<file path="src/hw/irf_pkg.sv">
// Package for the interrupt request flag block: offsets, field layouts, reset values.
package irf_pkg;

	// Register byte offsets on APB (word aligned)
	localparam logic [11:0] IRF_OFF_MAIN     = 12'h000;
	localparam logic [11:0] IRF_OFF_WAKE     = 12'h004;
	localparam logic [11:0] IRF_OFF_EDGE_EXT = 12'h008;
	localparam logic [11:0] IRF_OFF_EDGE_WK  = 12'h00C;
	localparam logic [11:0] IRF_OFF_ENABLE   = 12'h010;
	localparam logic [11:0] IRF_OFF_PINFUNC  = 12'h014;
	localparam logic [11:0] IRF_OFF_SYSCTL   = 12'h018;
	localparam logic [11:0] IRF_OFF_IRQ_STAT = 12'h01C;
	localparam logic [11:0] IRF_OFF_IRQ_CLR  = 12'h020;
	localparam logic [11:0] IRF_OFF_IRQ_EN   = 12'h024;

	// Field positions in the main flag register
	localparam int IRF_BIT_DT = 7;
	localparam int IRF_BIT_TO = 6;

	// Reserved bits read as one
	localparam logic [7:0] IRF_MAIN_RSVD = 8'h30;
	localparam logic [7:0] IRF_WAKE_RSVD = 8'hC0;
	// Enable register: bit 5 common wakeup enable, bit 4 reserved reads one
	localparam int         IRF_BIT_WKEN  = 5;
	localparam logic [7:0] IRF_EN_RSVD   = 8'h10;
	localparam logic [7:0] IRF_EN_MASK   = 8'hEF;

	// Reset values
	localparam logic [7:0] IRF_RST_FLAGS = 8'h00;
	localparam logic [7:0] IRF_RST_CFG   = 8'h00;
	localparam logic [1:0] IRF_RST_SYS   = 2'h0;

	// Event sources gathered for the sticky status register
	localparam int IRF_NUM_EVT = 12;

	// APB request bundle
	typedef struct packed {
		logic        psel;
		logic        penable;
		logic        pwrite;
		logic [11:0] paddr;
		logic [31:0] pwdata;
	} irf_apb_req_t;

	// Hardware event sources
	typedef struct packed {
		logic       sleepDirect;
		logic       timerOverflow;
		logic [3:0] extReqPin;
		logic [5:0] wakePin;
	} irf_evt_in_t;

endpackage

</file>
<file path="src/hw/interrupt_request_flags.sv">
// Interrupt request flag block with APB register access and edge detection.
`timescale 1ns/1ps
`default_nettype none

module interrupt_request_flags (
	// Clock and reset
	input  wire logic                  ref_clk,
	input  wire logic                  rst,
	// APB slave
	input  wire irf_pkg::irf_apb_req_t apbReq,
	output logic [31:0]                prdata,
	output logic                       pready,
	output logic                       pslverr,
	// Event sources
	input  wire irf_pkg::irf_evt_in_t  evtIn,
	// Requests to the CPU
	output logic [7:0]                 cpuReqMain,
	output logic                       cpuReqWake,
	output logic                       irq
);
	import irf_pkg::*;

	logic [7:0]  mainFlags_r;
	logic [5:0]  wakeFlags_r;
	logic [3:0]  edgeExt_r;
	logic [5:0]  edgeWake_r;
	logic [7:0]  enable_r;
	logic [9:0]  pinFunc_r;
	logic [1:0]  sysCtl_r;
	logic [11:0] irqStat_r;
	logic [11:0] irqEn_r;
	logic [3:0]  extPrev_r;
	logic [5:0]  wakePrev_r;
	logic        pinPrimed_r;
	logic [31:0] prdata_r;
	logic [7:0]  mainSet;
	logic [5:0]  wakeSet;
	logic [11:0] evtAll;
	logic        wrAcc;
	logic        rdAcc;
	logic        addrOk;

	// Selected-edge detect; a pin is sampled as synchronous
	function automatic logic edgeHit(input logic cur, input logic prev, input logic sel);
		edgeHit = sel ? (cur & ~prev) : (~cur & prev);
	endfunction

	// Decoder shared by read and write paths
	function automatic logic isMapped(input logic [11:0] a);
		isMapped = (a == IRF_OFF_MAIN) || (a == IRF_OFF_WAKE) || (a == IRF_OFF_EDGE_EXT)
			|| (a == IRF_OFF_EDGE_WK) || (a == IRF_OFF_ENABLE) || (a == IRF_OFF_PINFUNC)
			|| (a == IRF_OFF_SYSCTL) || (a == IRF_OFF_IRQ_STAT) || (a == IRF_OFF_IRQ_CLR)
			|| (a == IRF_OFF_IRQ_EN);
	endfunction

	// Zero-wait slave: every access completes in its first access cycle
	assign pready  = 1'b1;
	assign addrOk  = isMapped(apbReq.paddr);
	assign pslverr = apbReq.psel & apbReq.penable & ~addrOk;
	assign wrAcc   = apbReq.psel & apbReq.penable & apbReq.pwrite & addrOk;
	assign rdAcc   = apbReq.psel & ~apbReq.penable & ~apbReq.pwrite;
	assign prdata  = prdata_r;

	// Set conditions for every flag
	always_comb begin
		mainSet = 8'h00;
		mainSet[IRF_BIT_DT] = evtIn.sleepDirect & sysCtl_r[0];
		mainSet[IRF_BIT_TO] = evtIn.timerOverflow;
		wakeSet = 6'h00;
		for (int i = 0; i < 4; i++) begin
			// Pin function bit 1 means interrupt input
			mainSet[i] = pinPrimed_r & pinFunc_r[i]
				& edgeHit(evtIn.extReqPin[i], extPrev_r[i], edgeExt_r[i]);
		end
		for (int j = 0; j < 6; j++) begin
			wakeSet[j] = pinPrimed_r & pinFunc_r[4 + j]
				& edgeHit(evtIn.wakePin[j], wakePrev_r[j], edgeWake_r[j]);
		end
	end

	// Previous pin levels for edge detection; first cycle after reset primes them
	always_ff @(posedge ref_clk or posedge rst) begin
		if (rst) begin
			extPrev_r   <= 4'h0;
			wakePrev_r  <= 6'h00;
			pinPrimed_r <= 1'b0;
		end else begin
			extPrev_r   <= evtIn.extReqPin;
			wakePrev_r  <= evtIn.wakePin;
			pinPrimed_r <= 1'b1;
		end
	end

	// Main flags: write 0 clears, write 1 keeps, set beats clear
	always_ff @(posedge ref_clk or posedge rst) begin
		if (rst) begin
			mainFlags_r <= IRF_RST_FLAGS;
		end else if (wrAcc && apbReq.paddr == IRF_OFF_MAIN) begin
			mainFlags_r <= (mainFlags_r & apbReq.pwdata[7:0] & ~IRF_MAIN_RSVD) | mainSet;
		end else begin
			mainFlags_r <= mainFlags_r | mainSet;
		end
	end

	// Wakeup flags are independent; only bits written as 0 clear
	always_ff @(posedge ref_clk or posedge rst) begin
		if (rst) begin
			wakeFlags_r <= 6'h00;
		end else if (wrAcc && apbReq.paddr == IRF_OFF_WAKE) begin
			wakeFlags_r <= (wakeFlags_r & apbReq.pwdata[5:0]) | wakeSet;
		end else begin
			wakeFlags_r <= wakeFlags_r | wakeSet;
		end
	end

	// Configuration registers
	always_ff @(posedge ref_clk or posedge rst) begin
		if (rst) begin
			edgeExt_r  <= 4'h0;
			edgeWake_r <= 6'h00;
			enable_r   <= IRF_RST_CFG;
			pinFunc_r  <= 10'h000;
			sysCtl_r   <= IRF_RST_SYS;
			irqEn_r    <= 12'h000;
		end else if (wrAcc) begin
			unique case (apbReq.paddr)
				IRF_OFF_EDGE_EXT: edgeExt_r  <= apbReq.pwdata[3:0];
				IRF_OFF_EDGE_WK:  edgeWake_r <= apbReq.pwdata[5:0];
				IRF_OFF_ENABLE:   enable_r   <= apbReq.pwdata[7:0] & IRF_EN_MASK;
				// Changing pin function can raise a spurious edge; software masks first
				IRF_OFF_PINFUNC:  pinFunc_r  <= apbReq.pwdata[9:0];
				IRF_OFF_SYSCTL:   sysCtl_r   <= apbReq.pwdata[1:0];
				IRF_OFF_IRQ_EN:   irqEn_r    <= apbReq.pwdata[11:0];
				default: begin
				end
			endcase
		end
	end

	// Sticky status of raw events; clear by write-1, new event wins
	assign evtAll = {mainSet[7:6], mainSet[3:0], wakeSet};
	always_ff @(posedge ref_clk or posedge rst) begin
		if (rst) begin
			irqStat_r <= 12'h000;
		end else if (wrAcc && apbReq.paddr == IRF_OFF_IRQ_CLR) begin
			irqStat_r <= (irqStat_r & ~apbReq.pwdata[11:0]) | evtAll;
		end else begin
			irqStat_r <= irqStat_r | evtAll;
		end
	end

	// Read data registered in setup, presented in the access cycle
	always_ff @(posedge ref_clk or posedge rst) begin
		if (rst) begin
			prdata_r <= 32'h0000_0000;
		end else if (rdAcc) begin
			unique case (apbReq.paddr)
				IRF_OFF_MAIN:     prdata_r <= {24'h0, mainFlags_r | IRF_MAIN_RSVD};
				IRF_OFF_WAKE:     prdata_r <= {24'h0, IRF_WAKE_RSVD | {2'h0, wakeFlags_r}};
				IRF_OFF_EDGE_EXT: prdata_r <= {28'h0, edgeExt_r};
				IRF_OFF_EDGE_WK:  prdata_r <= {26'h0, edgeWake_r};
				IRF_OFF_ENABLE:   prdata_r <= {24'h0, enable_r | IRF_EN_RSVD};
				IRF_OFF_PINFUNC:  prdata_r <= {22'h0, pinFunc_r};
				IRF_OFF_SYSCTL:   prdata_r <= {30'h0, sysCtl_r};
				IRF_OFF_IRQ_STAT: prdata_r <= {20'h0, irqStat_r};
				default:          prdata_r <= 32'h0000_0000;
			endcase
		end
	end

	// CPU requests gated by enables; wakeup flags share one enable
	always_comb begin
		cpuReqMain = mainFlags_r & enable_r & ~IRF_MAIN_RSVD;
		cpuReqWake = (|wakeFlags_r) & enable_r[IRF_BIT_WKEN];
	end
	assign irq = |(irqStat_r & irqEn_r);

	// Timer overflow shows in the flag on the next edge
	timer_flag_a: assert property (@(posedge ref_clk) disable iff (rst)
		evtIn.timerOverflow |=> mainFlags_r[IRF_BIT_TO])
		else $error("timer overflow flag not set");

	// Direct transition flag set only with direct transition on
	direct_flag_a: assert property (@(posedge ref_clk) disable iff (rst)
		$rose(mainFlags_r[IRF_BIT_DT]) |-> $past(evtIn.sleepDirect) && $past(sysCtl_r[0]))
		else $error("direct transition flag set without cause");

	// External flag rises only from a selected edge in interrupt mode
	ext_edge_a: assert property (@(posedge ref_clk) disable iff (rst)
		$rose(mainFlags_r[0]) |-> $past(pinFunc_r[0]) && ($past(edgeExt_r[0])
			? $past(evtIn.extReqPin[0], 1) && !$past(evtIn.extReqPin[0], 2)
			: !$past(evtIn.extReqPin[0], 1) && $past(evtIn.extReqPin[0], 2)))
		else $error("external flag set without selected edge");

	// Main flag falls only on a write of zero
	main_clear_a: assert property (@(posedge ref_clk) disable iff (rst)
		$fell(mainFlags_r[1]) |-> $past(wrAcc) && $past(apbReq.paddr) == IRF_OFF_MAIN
			&& !$past(apbReq.pwdata[1]))
		else $error("main flag cleared without zero write");

	// Reserved bits read back as one
	rsvd_read_a: assert property (@(posedge ref_clk) disable iff (rst)
		rdAcc && apbReq.paddr == IRF_OFF_WAKE |=> prdata[7:6] == 2'h3)
		else $error("wakeup reserved bits not one");

	// Wakeup flag falls only on a write of zero to its own bit
	wake_clear_a: assert property (@(posedge ref_clk) disable iff (rst)
		$fell(wakeFlags_r[2]) |-> $past(wrAcc) && $past(apbReq.paddr) == IRF_OFF_WAKE
			&& !$past(apbReq.pwdata[2]))
		else $error("wakeup flag cleared without zero write");

	// Set wins over a concurrent clear
	set_wins_a: assert property (@(posedge ref_clk) disable iff (rst)
		wakeSet[0] |=> wakeFlags_r[0])
		else $error("wakeup event lost");

	// Wakeup request follows the common enable
	wake_gate_a: assert property (@(posedge ref_clk) disable iff (rst)
		cpuReqWake |-> enable_r[IRF_BIT_WKEN] && wakeFlags_r != 6'h00)
		else $error("wakeup request without enable");

	// Further checks on flag setting, clearing and request gating.
	// Flags update one edge after their cause, so most checks look back one cycle.
	// Apart from edge_prime_a, the pin checks watch one bit each; the logic is the same loop for every bit,
	// so a few representative bits per pin group keep the property count small
	// without losing the edge, mode and select cases.

	// External flag rises only from a level change in interrupt mode
	ext_rise_a: assert property (@(posedge ref_clk) disable iff (rst)
		$rose(mainFlags_r[3]) |-> $past(pinPrimed_r) && $past(pinFunc_r[3])
			&& $past(evtIn.extReqPin[3]) != $past(extPrev_r[3]))
		else $error("external flag set without pin change");

	// Level after the edge matches the selected direction
	ext_sel_a: assert property (@(posedge ref_clk) disable iff (rst)
		$rose(mainFlags_r[3]) |-> $past(evtIn.extReqPin[3]) == $past(edgeExt_r[3]))
		else $error("external flag set on wrong edge");

	// A detected external edge always lands in its flag
	ext_set_a: assert property (@(posedge ref_clk) disable iff (rst)
		mainSet[2] |=> mainFlags_r[2])
		else $error("external edge lost");

	// No edge is taken before the previous levels are primed
	edge_prime_a: assert property (@(posedge ref_clk) disable iff (rst)
		!pinPrimed_r |-> mainSet[3:0] == 4'h0 && wakeSet == 6'h00)
		else $error("edge taken before priming");

	// Wakeup flag rises only from a level change in interrupt mode
	wake_rise_a: assert property (@(posedge ref_clk) disable iff (rst)
		$rose(wakeFlags_r[5]) |-> $past(pinFunc_r[9])
			&& $past(evtIn.wakePin[5]) != $past(wakePrev_r[5]))
		else $error("wakeup flag set without pin change");

	// Wakeup level after the edge matches the selected direction
	wake_sel_a: assert property (@(posedge ref_clk) disable iff (rst)
		$rose(wakeFlags_r[5]) |-> $past(evtIn.wakePin[5]) == $past(edgeWake_r[5]))
		else $error("wakeup flag set on wrong edge");

	// A detected wakeup edge always lands in its flag
	wake_set_a: assert property (@(posedge ref_clk) disable iff (rst)
		wakeSet[5] |=> wakeFlags_r[5])
		else $error("wakeup edge lost");

	// Wakeup bit 0 falls only on a write of zero to it
	wake_low_a: assert property (@(posedge ref_clk) disable iff (rst)
		$fell(wakeFlags_r[0]) |-> $past(wrAcc) && $past(apbReq.paddr) == IRF_OFF_WAKE
			&& !$past(apbReq.pwdata[0]))
		else $error("wakeup bit 0 cleared without zero write");

	// Writing one to a wakeup bit keeps it
	wake_keep_a: assert property (@(posedge ref_clk) disable iff (rst)
		wrAcc && apbReq.paddr == IRF_OFF_WAKE && apbReq.pwdata[3] && wakeFlags_r[3]
			|=> wakeFlags_r[3])
		else $error("wakeup flag lost on write of one");

	// Writing one to a main flag keeps it
	main_keep_a: assert property (@(posedge ref_clk) disable iff (rst)
		wrAcc && apbReq.paddr == IRF_OFF_MAIN && apbReq.pwdata[IRF_BIT_DT]
			&& mainFlags_r[IRF_BIT_DT] |=> mainFlags_r[IRF_BIT_DT])
		else $error("main flag lost on write of one");

	// Overflow during a clearing write still sets the flag
	timer_wins_a: assert property (@(posedge ref_clk) disable iff (rst)
		evtIn.timerOverflow && wrAcc && apbReq.paddr == IRF_OFF_MAIN
			|=> mainFlags_r[IRF_BIT_TO])
		else $error("overflow lost against clear");

	// Timer flag falls only on a write of zero
	timer_clear_a: assert property (@(posedge ref_clk) disable iff (rst)
		$fell(mainFlags_r[IRF_BIT_TO]) |-> $past(wrAcc) && $past(apbReq.paddr) == IRF_OFF_MAIN
			&& !$past(apbReq.pwdata[IRF_BIT_TO]))
		else $error("timer flag cleared without zero write");

	// A cleared flag drops its request at once
	req_drop_a: assert property (@(posedge ref_clk) disable iff (rst)
		$fell(mainFlags_r[IRF_BIT_TO]) |-> !cpuReqMain[IRF_BIT_TO])
		else $error("request held after clear");

	// Main reserved bits read back as one
	main_rsvd_a: assert property (@(posedge ref_clk) disable iff (rst)
		rdAcc && apbReq.paddr == IRF_OFF_MAIN |=> prdata[5:4] == 2'h3)
		else $error("main reserved bits not one");

	// Reserved positions never hold state
	rsvd_store_a: assert property (@(posedge ref_clk) disable iff (rst)
		mainFlags_r[5:4] == 2'h0)
		else $error("reserved main bits hold state");

	// Direct transition event with the control on sets the flag
	dt_set_a: assert property (@(posedge ref_clk) disable iff (rst)
		evtIn.sleepDirect && sysCtl_r[0] |=> mainFlags_r[IRF_BIT_DT])
		else $error("direct transition event lost");

	// Direct transition control off blocks the set
	dt_off_a: assert property (@(posedge ref_clk) disable iff (rst)
		!sysCtl_r[0] |-> !mainSet[IRF_BIT_DT])
		else $error("direct transition set while off");

	// Disabled external source raises no request
	ext_mask_a: assert property (@(posedge ref_clk) disable iff (rst)
		!enable_r[3] |-> !cpuReqMain[3])
		else $error("external request while disabled");

	// Sticky status holds until cleared
	stat_sticky_a: assert property (@(posedge ref_clk) disable iff (rst)
		irqStat_r[11] && !(wrAcc && apbReq.paddr == IRF_OFF_IRQ_CLR) |=> irqStat_r[11])
		else $error("status bit lost without clear");

	// Timer overflow always reaches the sticky status
	stat_set_a: assert property (@(posedge ref_clk) disable iff (rst)
		evtIn.timerOverflow |=> irqStat_r[10])
		else $error("overflow missing from status");

endmodule
`default_nettype wire

</file>
<file path="config.mk">
export PLATFORM = sky130hd
export DESIGN_NAME = interrupt_request_flags
export DESIGN_NICKNAME = d
export VERILOG_FILES = /design/src/hw/irf_pkg.sv /design/src/hw/interrupt_request_flags.sv
export SDC_FILE = /design/constraint.sdc
export NUM_CORES = 1
export LEC_CHECK = 0
export BUFFER_PORTS_ARGS = -buffer_cell sky130_fd_sc_hd__buf_4
export CORE_MARGIN = 2
export CORE_UTILIZATION = 58
export DETAILED_ROUTE_END_ITERATION = 7
export GPL_TIMING_DRIVEN = 0
export PLACE_DENSITY = 0.89
export SYNTH_ARGS = -nofsm -noshare
export SYNTH_HDL_FRONTEND = slang
export SYNTH_SLANG_ARGS = --single-unit
</file>
<file path="constraint.sdc">
create_clock -name ref_clk -period 5.7 [get_ports ref_clk]
set_input_delay 0.855 -clock ref_clk [delete_from_list [all_inputs] [get_ports ref_clk]]
set_output_delay 0.855 -clock ref_clk [all_outputs]
set_load 0.01 [all_outputs]
</file>
Yosys cells after proc, flatten, opt, wreduce, memory -nomap -nowiden
Cells that the tools add are included.

Output and inout port bits: 44. Bits of input ports: 61. Register bits after elaboration: 110.

Multiplexer cells: 14. Reductions and logical operators: 21. Bitwise logic cells: 83. Eq/ne operators: 9.

Operator list (number): one-hot mux 12 bit (8 select lines) (1); bitwise AND 1 bit (48); equality test 12 x 5 -> 1 bit (second input constant) (4); bitwise AND 12 bit (2); equality test 12 x 4 -> 1 bit (second input constant) (2); equality test 12 x 6 -> 1 bit (second input constant) (2); OR 12 bit (2); NOT 1 bit (23); bitwise AND 8 bit (2); OR 8 bit (2); equality test 12 x 3 -> 1 bit (second input constant) (1); logical NOT 12 bit (1); 2-to-1 mux 12 bit (1); NOT 12 bit (1); OR 6 bit (2); AND reduction 2 bit (6); OR reduction 12 bit (1); 2-to-1 mux 1 bit (10); logical OR 1 bit (9); 2-to-1 mux 8 bit (1); bitwise AND 6 bit (1); 2-to-1 mux 6 bit (1); OR reduction 6 bit (1); logical AND 1 bit (3).

Longest topological paths before layout
Gate-level depths: netlist of run 1.

Depth in word-level cells: 13. Mapped depth: 7. Depth with buffers taken out: 5.

Worst setup path after synthesis of run 1
OpenSTA, ideal clock, no wires.

Path type: input port to output port. Start: in apbReq[39] (netlist bit). End: out pslverr. Arrival: 1.809 ns. Path slack: 3.036 ns. Stages on the path: 3. Path through: or4_4 nor2_1 a21oi_1.

Longest elaborated chain between the ends: 12.

Ends and longest elaborated chain: from (decl) (line interrupt_request_flags.sv:10) `input wire irf_pkg::irf_apb_req_t apbReq,`; equality test 12 x 3 -> 1 bit or logical NOT 12 bit (tied branches) (line interrupt_request_flags.sv:50) `isMapped = (a == IRF_OFF_MAIN) || (a == IRF_OFF_WAKE) || (a == IRF_OFF_EDGE_EXT)`; logical OR 1 bit (2 in a row) (line interrupt_request_flags.sv:50); logical OR 1 bit (3 in a row) (line interrupt_request_flags.sv:51) `|| (a == IRF_OFF_EDGE_WK) || (a == IRF_OFF_ENABLE) || (a == IRF_OFF_PINFUNC)`; logical OR 1 bit (3 in a row) (line interrupt_request_flags.sv:52) `|| (a == IRF_OFF_SYSCTL) || (a == IRF_OFF_IRQ_STAT) || (a == IRF_OFF_IRQ_CLR)`; logical OR 1 bit (*) (line interrupt_request_flags.sv:53) `|| (a == IRF_OFF_IRQ_EN);`; NOT 1 bit (*) (line interrupt_request_flags.sv:59) `assign pslverr = apbReq.psel & apbReq.penable & ~addrOk;`; bitwise AND 1 bit (*) (line interrupt_request_flags.sv:59); to (decl) (line interrupt_request_flags.sv:13) `output logic pslverr,`.

Every way passes the cells marked *; elsewhere a longest branch is shown, timed or not.

Worst setup path in the final report of run 1
Same ends and word-level chain as after synthesis.

==> results.yml, run 1 <==
placement:
  gp_congestion: 0.935
  io_buffers: 59
  post-dp-hpwl_microns: 7990
floorplan:
  core_sq_um: 7210
  die-area_sq_um: 8120
  row_count: 31
  die_y_microns: 90.1
  initial_utilization: 0.596
  fp.dieW_microns: 90.1
  pin_count: 105
grt:
  grt_overflow: 0
  grt_util_all_layers: 0.284
  first_global_vias: 3377
  grt_pass1_wl_microns: 17700
  grt_max_degree: 55
  antenna_found_initial: 0
yosys:
  ys.flop_type: "dfrtp_1"
  ys_ff_latch: 88
  synth_common_cells: "dfrtp_1 (88), nand2_1 (58), mux2_2 (46)"
  async_reset_ff_frac: 1.00
  synth.most_common_cell: "dfrtp_1"
  synth_edf_count: 0
  yosysWarningCount: 0
  syn_inst: 396
  syn_area_per_cell_sq_um: 10.9
  ys_types: 47
  syn-cell-area_sq_um: 4300
  synth-seq-area-share: 0.512
  netlist.area_leader.share: 0.512
  synth_area_leaders: "dfrtp_1 (51%), mux2_2 (12%), nand2_1 (5.1%), buf_4 (4.4%), o21ai_0 (3.8%)"
  yosysTopAreaCell: "dfrtp_1"
route:
  ant_nets: 0
  drtIter0Drc: 306
  vias: 3409
  avgRoutedWirePerCell_microns: 18.1
  routed_wl_microns: 10800
  drc: 0
  first_pass_iters: 5
  vias_per_cell: 5.75
timing:
  rsz0062_at_grt: "no"
  skew_ns: 0.0114
  layout_min_cycle_time_ns: 3.01
  tightest_slew_ns: 0.849
  setup_viol: 0
  drv_slew: 0
  relSlewSlack: 0.429
  hold_ws_ns: 0.494
  setup_tns_ns: 0
  fin_crit_sh: 0.527
  max_freq_mhz: 333
  finalHoldViolations: 0
cts:
  cts_buffer_depth: 2
  cts_buffers: 9
  cts_tree: "done"
  clk_latency_ns: 0.36
  clkTransAtPathRegs_ns: 0.08
  hold_buffers: 0
  cts_resized: 0
  clock-sinks: 88
  htree_levels: 3
  post-cts-setup-buffer-count: 0
  ctsRootBufferMaster: "clkbuf_8"
finish:
  fin_nets: 550
  layout-drive-gt1-share: 0.352
  final.fill_count: 536
  area_growth_syn_to_layout_pct: 20.3
  antenna_cells: 0
critical_path:
  path_class: "in2out"
  crit_fanout: 6
  worst_setup_path_end_kind: "primary output"
  crit_path_start_kind: "input port"
  arrival_ns: 2.15
  cp.required_ns: 4.85
job:
  drv_cap: 0
worst_hold_path:
  min-delay-path-class: "reg2reg"
power_and_ir_drop:
  p_leak_nw: 2.66
  peakVddDrop_uv: 165
  powerDensity_nw_per_um2: 222
outcome:
  status: "finished, final reports clean"
state kept, by name (all words and copies together), names as in the netlist:
name         cells
sysCtl_r         2
edgeWake_r       6
wakePrev_r       6
edgeExt_r        4
mainFlags_r      6
extPrev_r        4
wakeFlags_r      6
prdata          12
pinPrimed_r      1
irqEn_r         12
irqStat_r       12
pinFunc_r       10
enable_r         7
logic make-up (layout without fill, tap and decap cells):
kind of cell,count (synthesis),in the layout,synth area share
simple gates,135,135,0.159
mux,51,51,0.132
other cells,2,24,0.00175
compound gates,82,82,0.132
flops,88,88,0.512
buf+inv,38,114,0.0631
power breakdown:
group / switching [mW] / total, mW / internal, mW
combinational: 0.0588 / 0.101 / 0.0424
sequential: 0.00288 / 0.632 / 0.629
clock: 0.222 / 0.416 / 0.194
total: 0.284 / 1.15 / 0.866
path summary, 6_finish.rpt:
kind | start | end | slack [ns] | cells past startpoint
setup reg to reg | edgeExt_r[1] | prdata[1] | 4.24 | 5
hold reg to reg | prdata[7] | prdata[7] | 0.49 | 1
max in group asynchronous | rst | mainFlags_r[7] | 4.58 | 3
hold / removal | prdata[7] | prdata[7] | 0.49 | 1
min in group asynchronous | rst | pinPrimed_r | 0.51 | 2
setup / recovery | apbReq[39] | pslverr | 2.69 | 5
per-stage QoR:
step,area [sq um],std cells,power [mW],setup WS [ns],util
global route,5170,593,1.19,2.64,0.717
detailed placement,4980,577,0.744,2.73,0.690
global placement,4950,576,0.740,1.70,0.686
floorplan,4380,418,0.698,2.57,-
finish,5170,593,1.15,2.69,0.717
CTS,5170,593,1.15,2.73,0.717
metal layers:
layer / share of wire / vias up / track usage
met5: 0 / - / 0
met4: 0.026 / 0 / 0.112
met3: 0.10 / 25 / 0.0914
met2: 0.47 / 202 / 0.433
met1: 0.40 / 1619 / 0.379
li1: - / 1563 / -
critical path, cell delays in order:
cell and delay, ns:
buf_4 0.11, or4_4 0.57, nor2_1 0.34, a21oi_1 0.11, buf_4 0.16
placed cells by master, fill, tap and decap left out, types with 3 or more instances in the layout:
cell type	synthesis	layout
buf_4	25	84
nand2_1	58	58
clkbuf_8	2	14
nor2b_1	5	5
clkbuf_1	7	7
a221oi_1	5	5
nor3_1	5	5
nor2_1	17	17
and2_1	8	8
a22oi_1	6	6
o21ai_0	33	33
mux2_2	46	46
mux2i_1	5	5
dfrtp_1	88	88
a22o_1	8	8
nand2b_1	3	3
a21bo_2	10	10
conb_1	2	24
and3_1	3	3
nand3_1	19	19
a21oi_1	6	6
layout make-up:
class                           count  area (sq um)  area share
Buffer                             37           268      0.0518
Tap cell                           99           124      0.0239
Clock buffer                       12           165      0.0319
Clock inverter                      4          27.5     0.00532
Sequential cell                    88          2200       0.426
Inverter                            1          6.26     0.00121
Timing Repair Buffer               60           470      0.0910
Multi-Input combinational cell    292          1910       0.369
Note: power is estimated with default switching activity, not from simulation.
==> run 2: changes to the inputs <==
--- a/config.mk
+++ b/config.mk
@@ -5,12 +5,13 @@
 export SDC_FILE = /design/constraint.sdc
 export NUM_CORES = 1
 export LEC_CHECK = 0
+export ABC_AREA = 1
 export BUFFER_PORTS_ARGS = -buffer_cell sky130_fd_sc_hd__buf_4
 export CORE_MARGIN = 2
-export CORE_UTILIZATION = 58
+export CORE_UTILIZATION = 49
 export DETAILED_ROUTE_END_ITERATION = 7
 export GPL_TIMING_DRIVEN = 0
-export PLACE_DENSITY = 0.89
+export PLACE_DENSITY = 0.79
 export SYNTH_ARGS = -nofsm -noshare
 export SYNTH_HDL_FRONTEND = slang
 export SYNTH_SLANG_ARGS = --single-unit
==> constraint.sdc (replaced) <==
create_clock -name ref_clk -period 2.5 [get_ports ref_clk]
set_input_delay 0.375 -clock ref_clk [delete_from_list [all_inputs] [get_ports ref_clk]]
set_output_delay 0.375 -clock ref_clk [all_outputs]
set_load 0.01 [all_outputs]
==> run 2 against run 1 <==
Effect of this change:
- sequential power rose by 130%
- die area is 27% higher
- highest routed layer unchanged
- worst setup slack worse by 2.6 ns
- non-clock buffer count grew 8
- global-route usage down 0.68 points
- critical endpoint unchanged
- largest power group unchanged
==> results.yml, run 2 <==
finish:
  mostFrequentLayoutCells: "nand2_1 (167), inv_1 (92), dfrtp_1 (88)"
  area_growth_syn_to_layout_pct: 20.6
  fin_nets: 773
  layout-drive-gt1-share: 0.188
  antenna_cells: 0
  design_area_sq_um: 5640
  final_common_cell: "nand2_1"
timing:
  setup_viol: 0
  drv_slew: 0
  setup_tns_ns: 0
  layout_min_cycle_time_ns: 2.43
  finalHoldViolations: 0
  skew_ns: 0.0120
  fin_crit_sh: 0.970
  max_freq_mhz: 412
  rsz0062_at_grt: "no"
  relSlewSlack: 0.553
  tightest_slew_ns: 0.671
floorplan:
  core_sq_um: 9240
  initial_utilization: 0.506
  pin_count: 105
  row_count: 35
  die_y_microns: 102
  fp.dieW_microns: 102
  die-area_sq_um: 10300
yosys:
  syn_area_per_cell_sq_um: 7.59
  yosysTopAreaCell: "dfrtp_1"
  async_reset_ff_frac: 1.00
  synth_edf_count: 0
  synth_common_cells: "nand2_1 (167), inv_1 (93), dfrtp_1 (88)"
  yosysWarningCount: 0
  ys_types: 28
  ys.flop_type: "dfrtp_1"
  netlist.area_leader.share: 0.471
  synth-seq-area-share: 0.471
  synth_area_leaders: "dfrtp_1 (47%), nand2_1 (13%), inv_1 (7.5%), o21ai_0 (4.4%), nand3_1 (4.1%)"
  synth.most_common_cell: "nand2_1"
  ys_ff_latch: 88
  syn_inst: 616
  syn-cell-area_sq_um: 4680
cts:
  clkTransAtPathRegs_ns: 0.11
  cts_tree: "done"
  ctsRootBufferMaster: "clkbuf_8"
  post-cts-setup-buffer-count: 0
  cts_buffer_depth: 2
  cts_resized: 0
  hold_buffers: 0
  clock-sinks: 88
  htree_levels: 3
  cts_buffers: 9
  clk_latency_ns: 0.37
critical_path:
  r2r_start: "pinPrimed_r"
  cp.required_ns: 2.12
  crit_path_start_kind: "input port"
  arrival_ns: 2.05
  cpLargestDelayFamily: "simple AND/OR/NAND/NOR gates"
  slowest_stage: "nand3_2"
  crit_path_frequent_cell: "buf_4"
  path_class: "in2out"
  r2r-end: "mainFlags_r[1]"
  critPathBufInv: 5
  reg2reg_depth: 6
  ff2ff_setup_slack_ns: 1.00
  path_cells: "buf_4 -> inv_1 -> nand2_1 -> nor2_1 -> nand3_2 -> nand2_1 -> nor2_2 -> nand3_4 -> buf_6 -> buf_4 -> nor2_1 -> buf_4"
  cp.depth: 12
  max_stage_delay_ns: 0.26
  crit_fanout: 10
  worst_setup_path_end_kind: "primary output"
route:
  vias_per_cell: 5.30
  first_pass_iters: 6
  drc: 0
  ant_nets: 0
  dr_wl_met2_microns: 6450
  avgRoutedWirePerCell_microns: 16.2
  vias: 4486
  routed_wl_microns: 13700
  wl_met1_microns: 5560
  drtIter0Drc: 450
  wl_met3_microns: 1280
  highest_layer: "met4"
grt:
  grt_pass1_wl_microns: 21400
  first_global_vias: 4202
  grt_max_degree: 33
  grt_overflow: 0
  grt_util_all_layers: 0.277
  antenna_found_initial: 0
power_and_ir_drop:
  powerDensity_nw_per_um2: 463
  peakVddDrop_uv: 318
  p_leak_nw: 3.00
outcome:
  status: "finished, final reports clean"
worst_hold_path:
  min-delay-path-class: "in2async"
placement:
  post-dp-hpwl_microns: 9880
  io_buffers: 61
  gp_congestion: 0.897
  place_area_sq_um: 5420
job:
  drv_cap: 0
==> run 2: final cells by class <==
| type | instances | area (sq um) |
|---|---|---|
| timing repair buffer | 63 | 498 |
| clock inverter | 7 | 60.1 |
| tap | 129 | 161 |
| clock buffer | 9 | 124 |
| buffer | 42 | 275 |
| inverter | 98 | 374 |
| multi-input combinational | 410 | 1950 |
| fill | 847 | 3600 |
| sequential | 88 | 2200 |
==> run 2: logic make-up (layout without fill, tap and decap cells) <==
family,Yosys count,after routing,synth area share
AOI/OAI and AO/OA,105,105,0.123
and+or+nand+nor,281,281,0.267
DFF,88,88,0.471
other,2,24,0.00161
buffers and inverters,140,219,0.137
==> run 2: metal layers <==
metal | up-vias | global-route usage
met5 | - | 0
li1 | 2129 | -
met3 | 38 | 0.0559
met2 | 239 | 0.435
met1 | 2080 | 0.379
met4 | 0 | 0.106
==> run 2: report_power, final <==
part           total (mW)  internal, mW  switching [mW]  leakage [nW]
combinational       0.216        0.0889           0.127          1.72
clock               0.966         0.379           0.587        0.0848
sequential           1.43          1.43         0.00234          1.19
==> run 2: stage by stage <==
| step | power [mW] | cells | utilization | worst slack (ns) | hold slack [ns] |
|---|---|---|---|---|---|
| 3_3_place_gp | 1.66 | 828 | 0.583 | 0.105 | 0.463 |
| 4_1_cts | 2.62 | 846 | 0.607 | 0.0264 | 0.0813 |
| 5_1_grt | 2.71 | 846 | 0.611 | 0.0133 | 0.108 |
| 6_report | 2.62 | 846 | 0.611 | 0.0747 | 0.0697 |
| 2_1_floorplan | 1.58 | 638 | - | 0.596 | 0.406 |
| 3_5_place_dp | 1.67 | 830 | 0.587 | 0.0294 | 0.469 |
==> run 2: worst max path at each step <==
stage          startpoint       to  slack, ns
2_1_floorplan  apbReq[43]  pslverr       0.60
3_3_place_gp   apbReq[43]  pslverr       0.10
3_5_place_dp   apbReq[43]  pslverr       0.03
5_1_grt        apbReq[32]  pslverr       0.01
4_1_cts        apbReq[43]  pslverr       0.03
6_report       apbReq[32]  pslverr       0.07
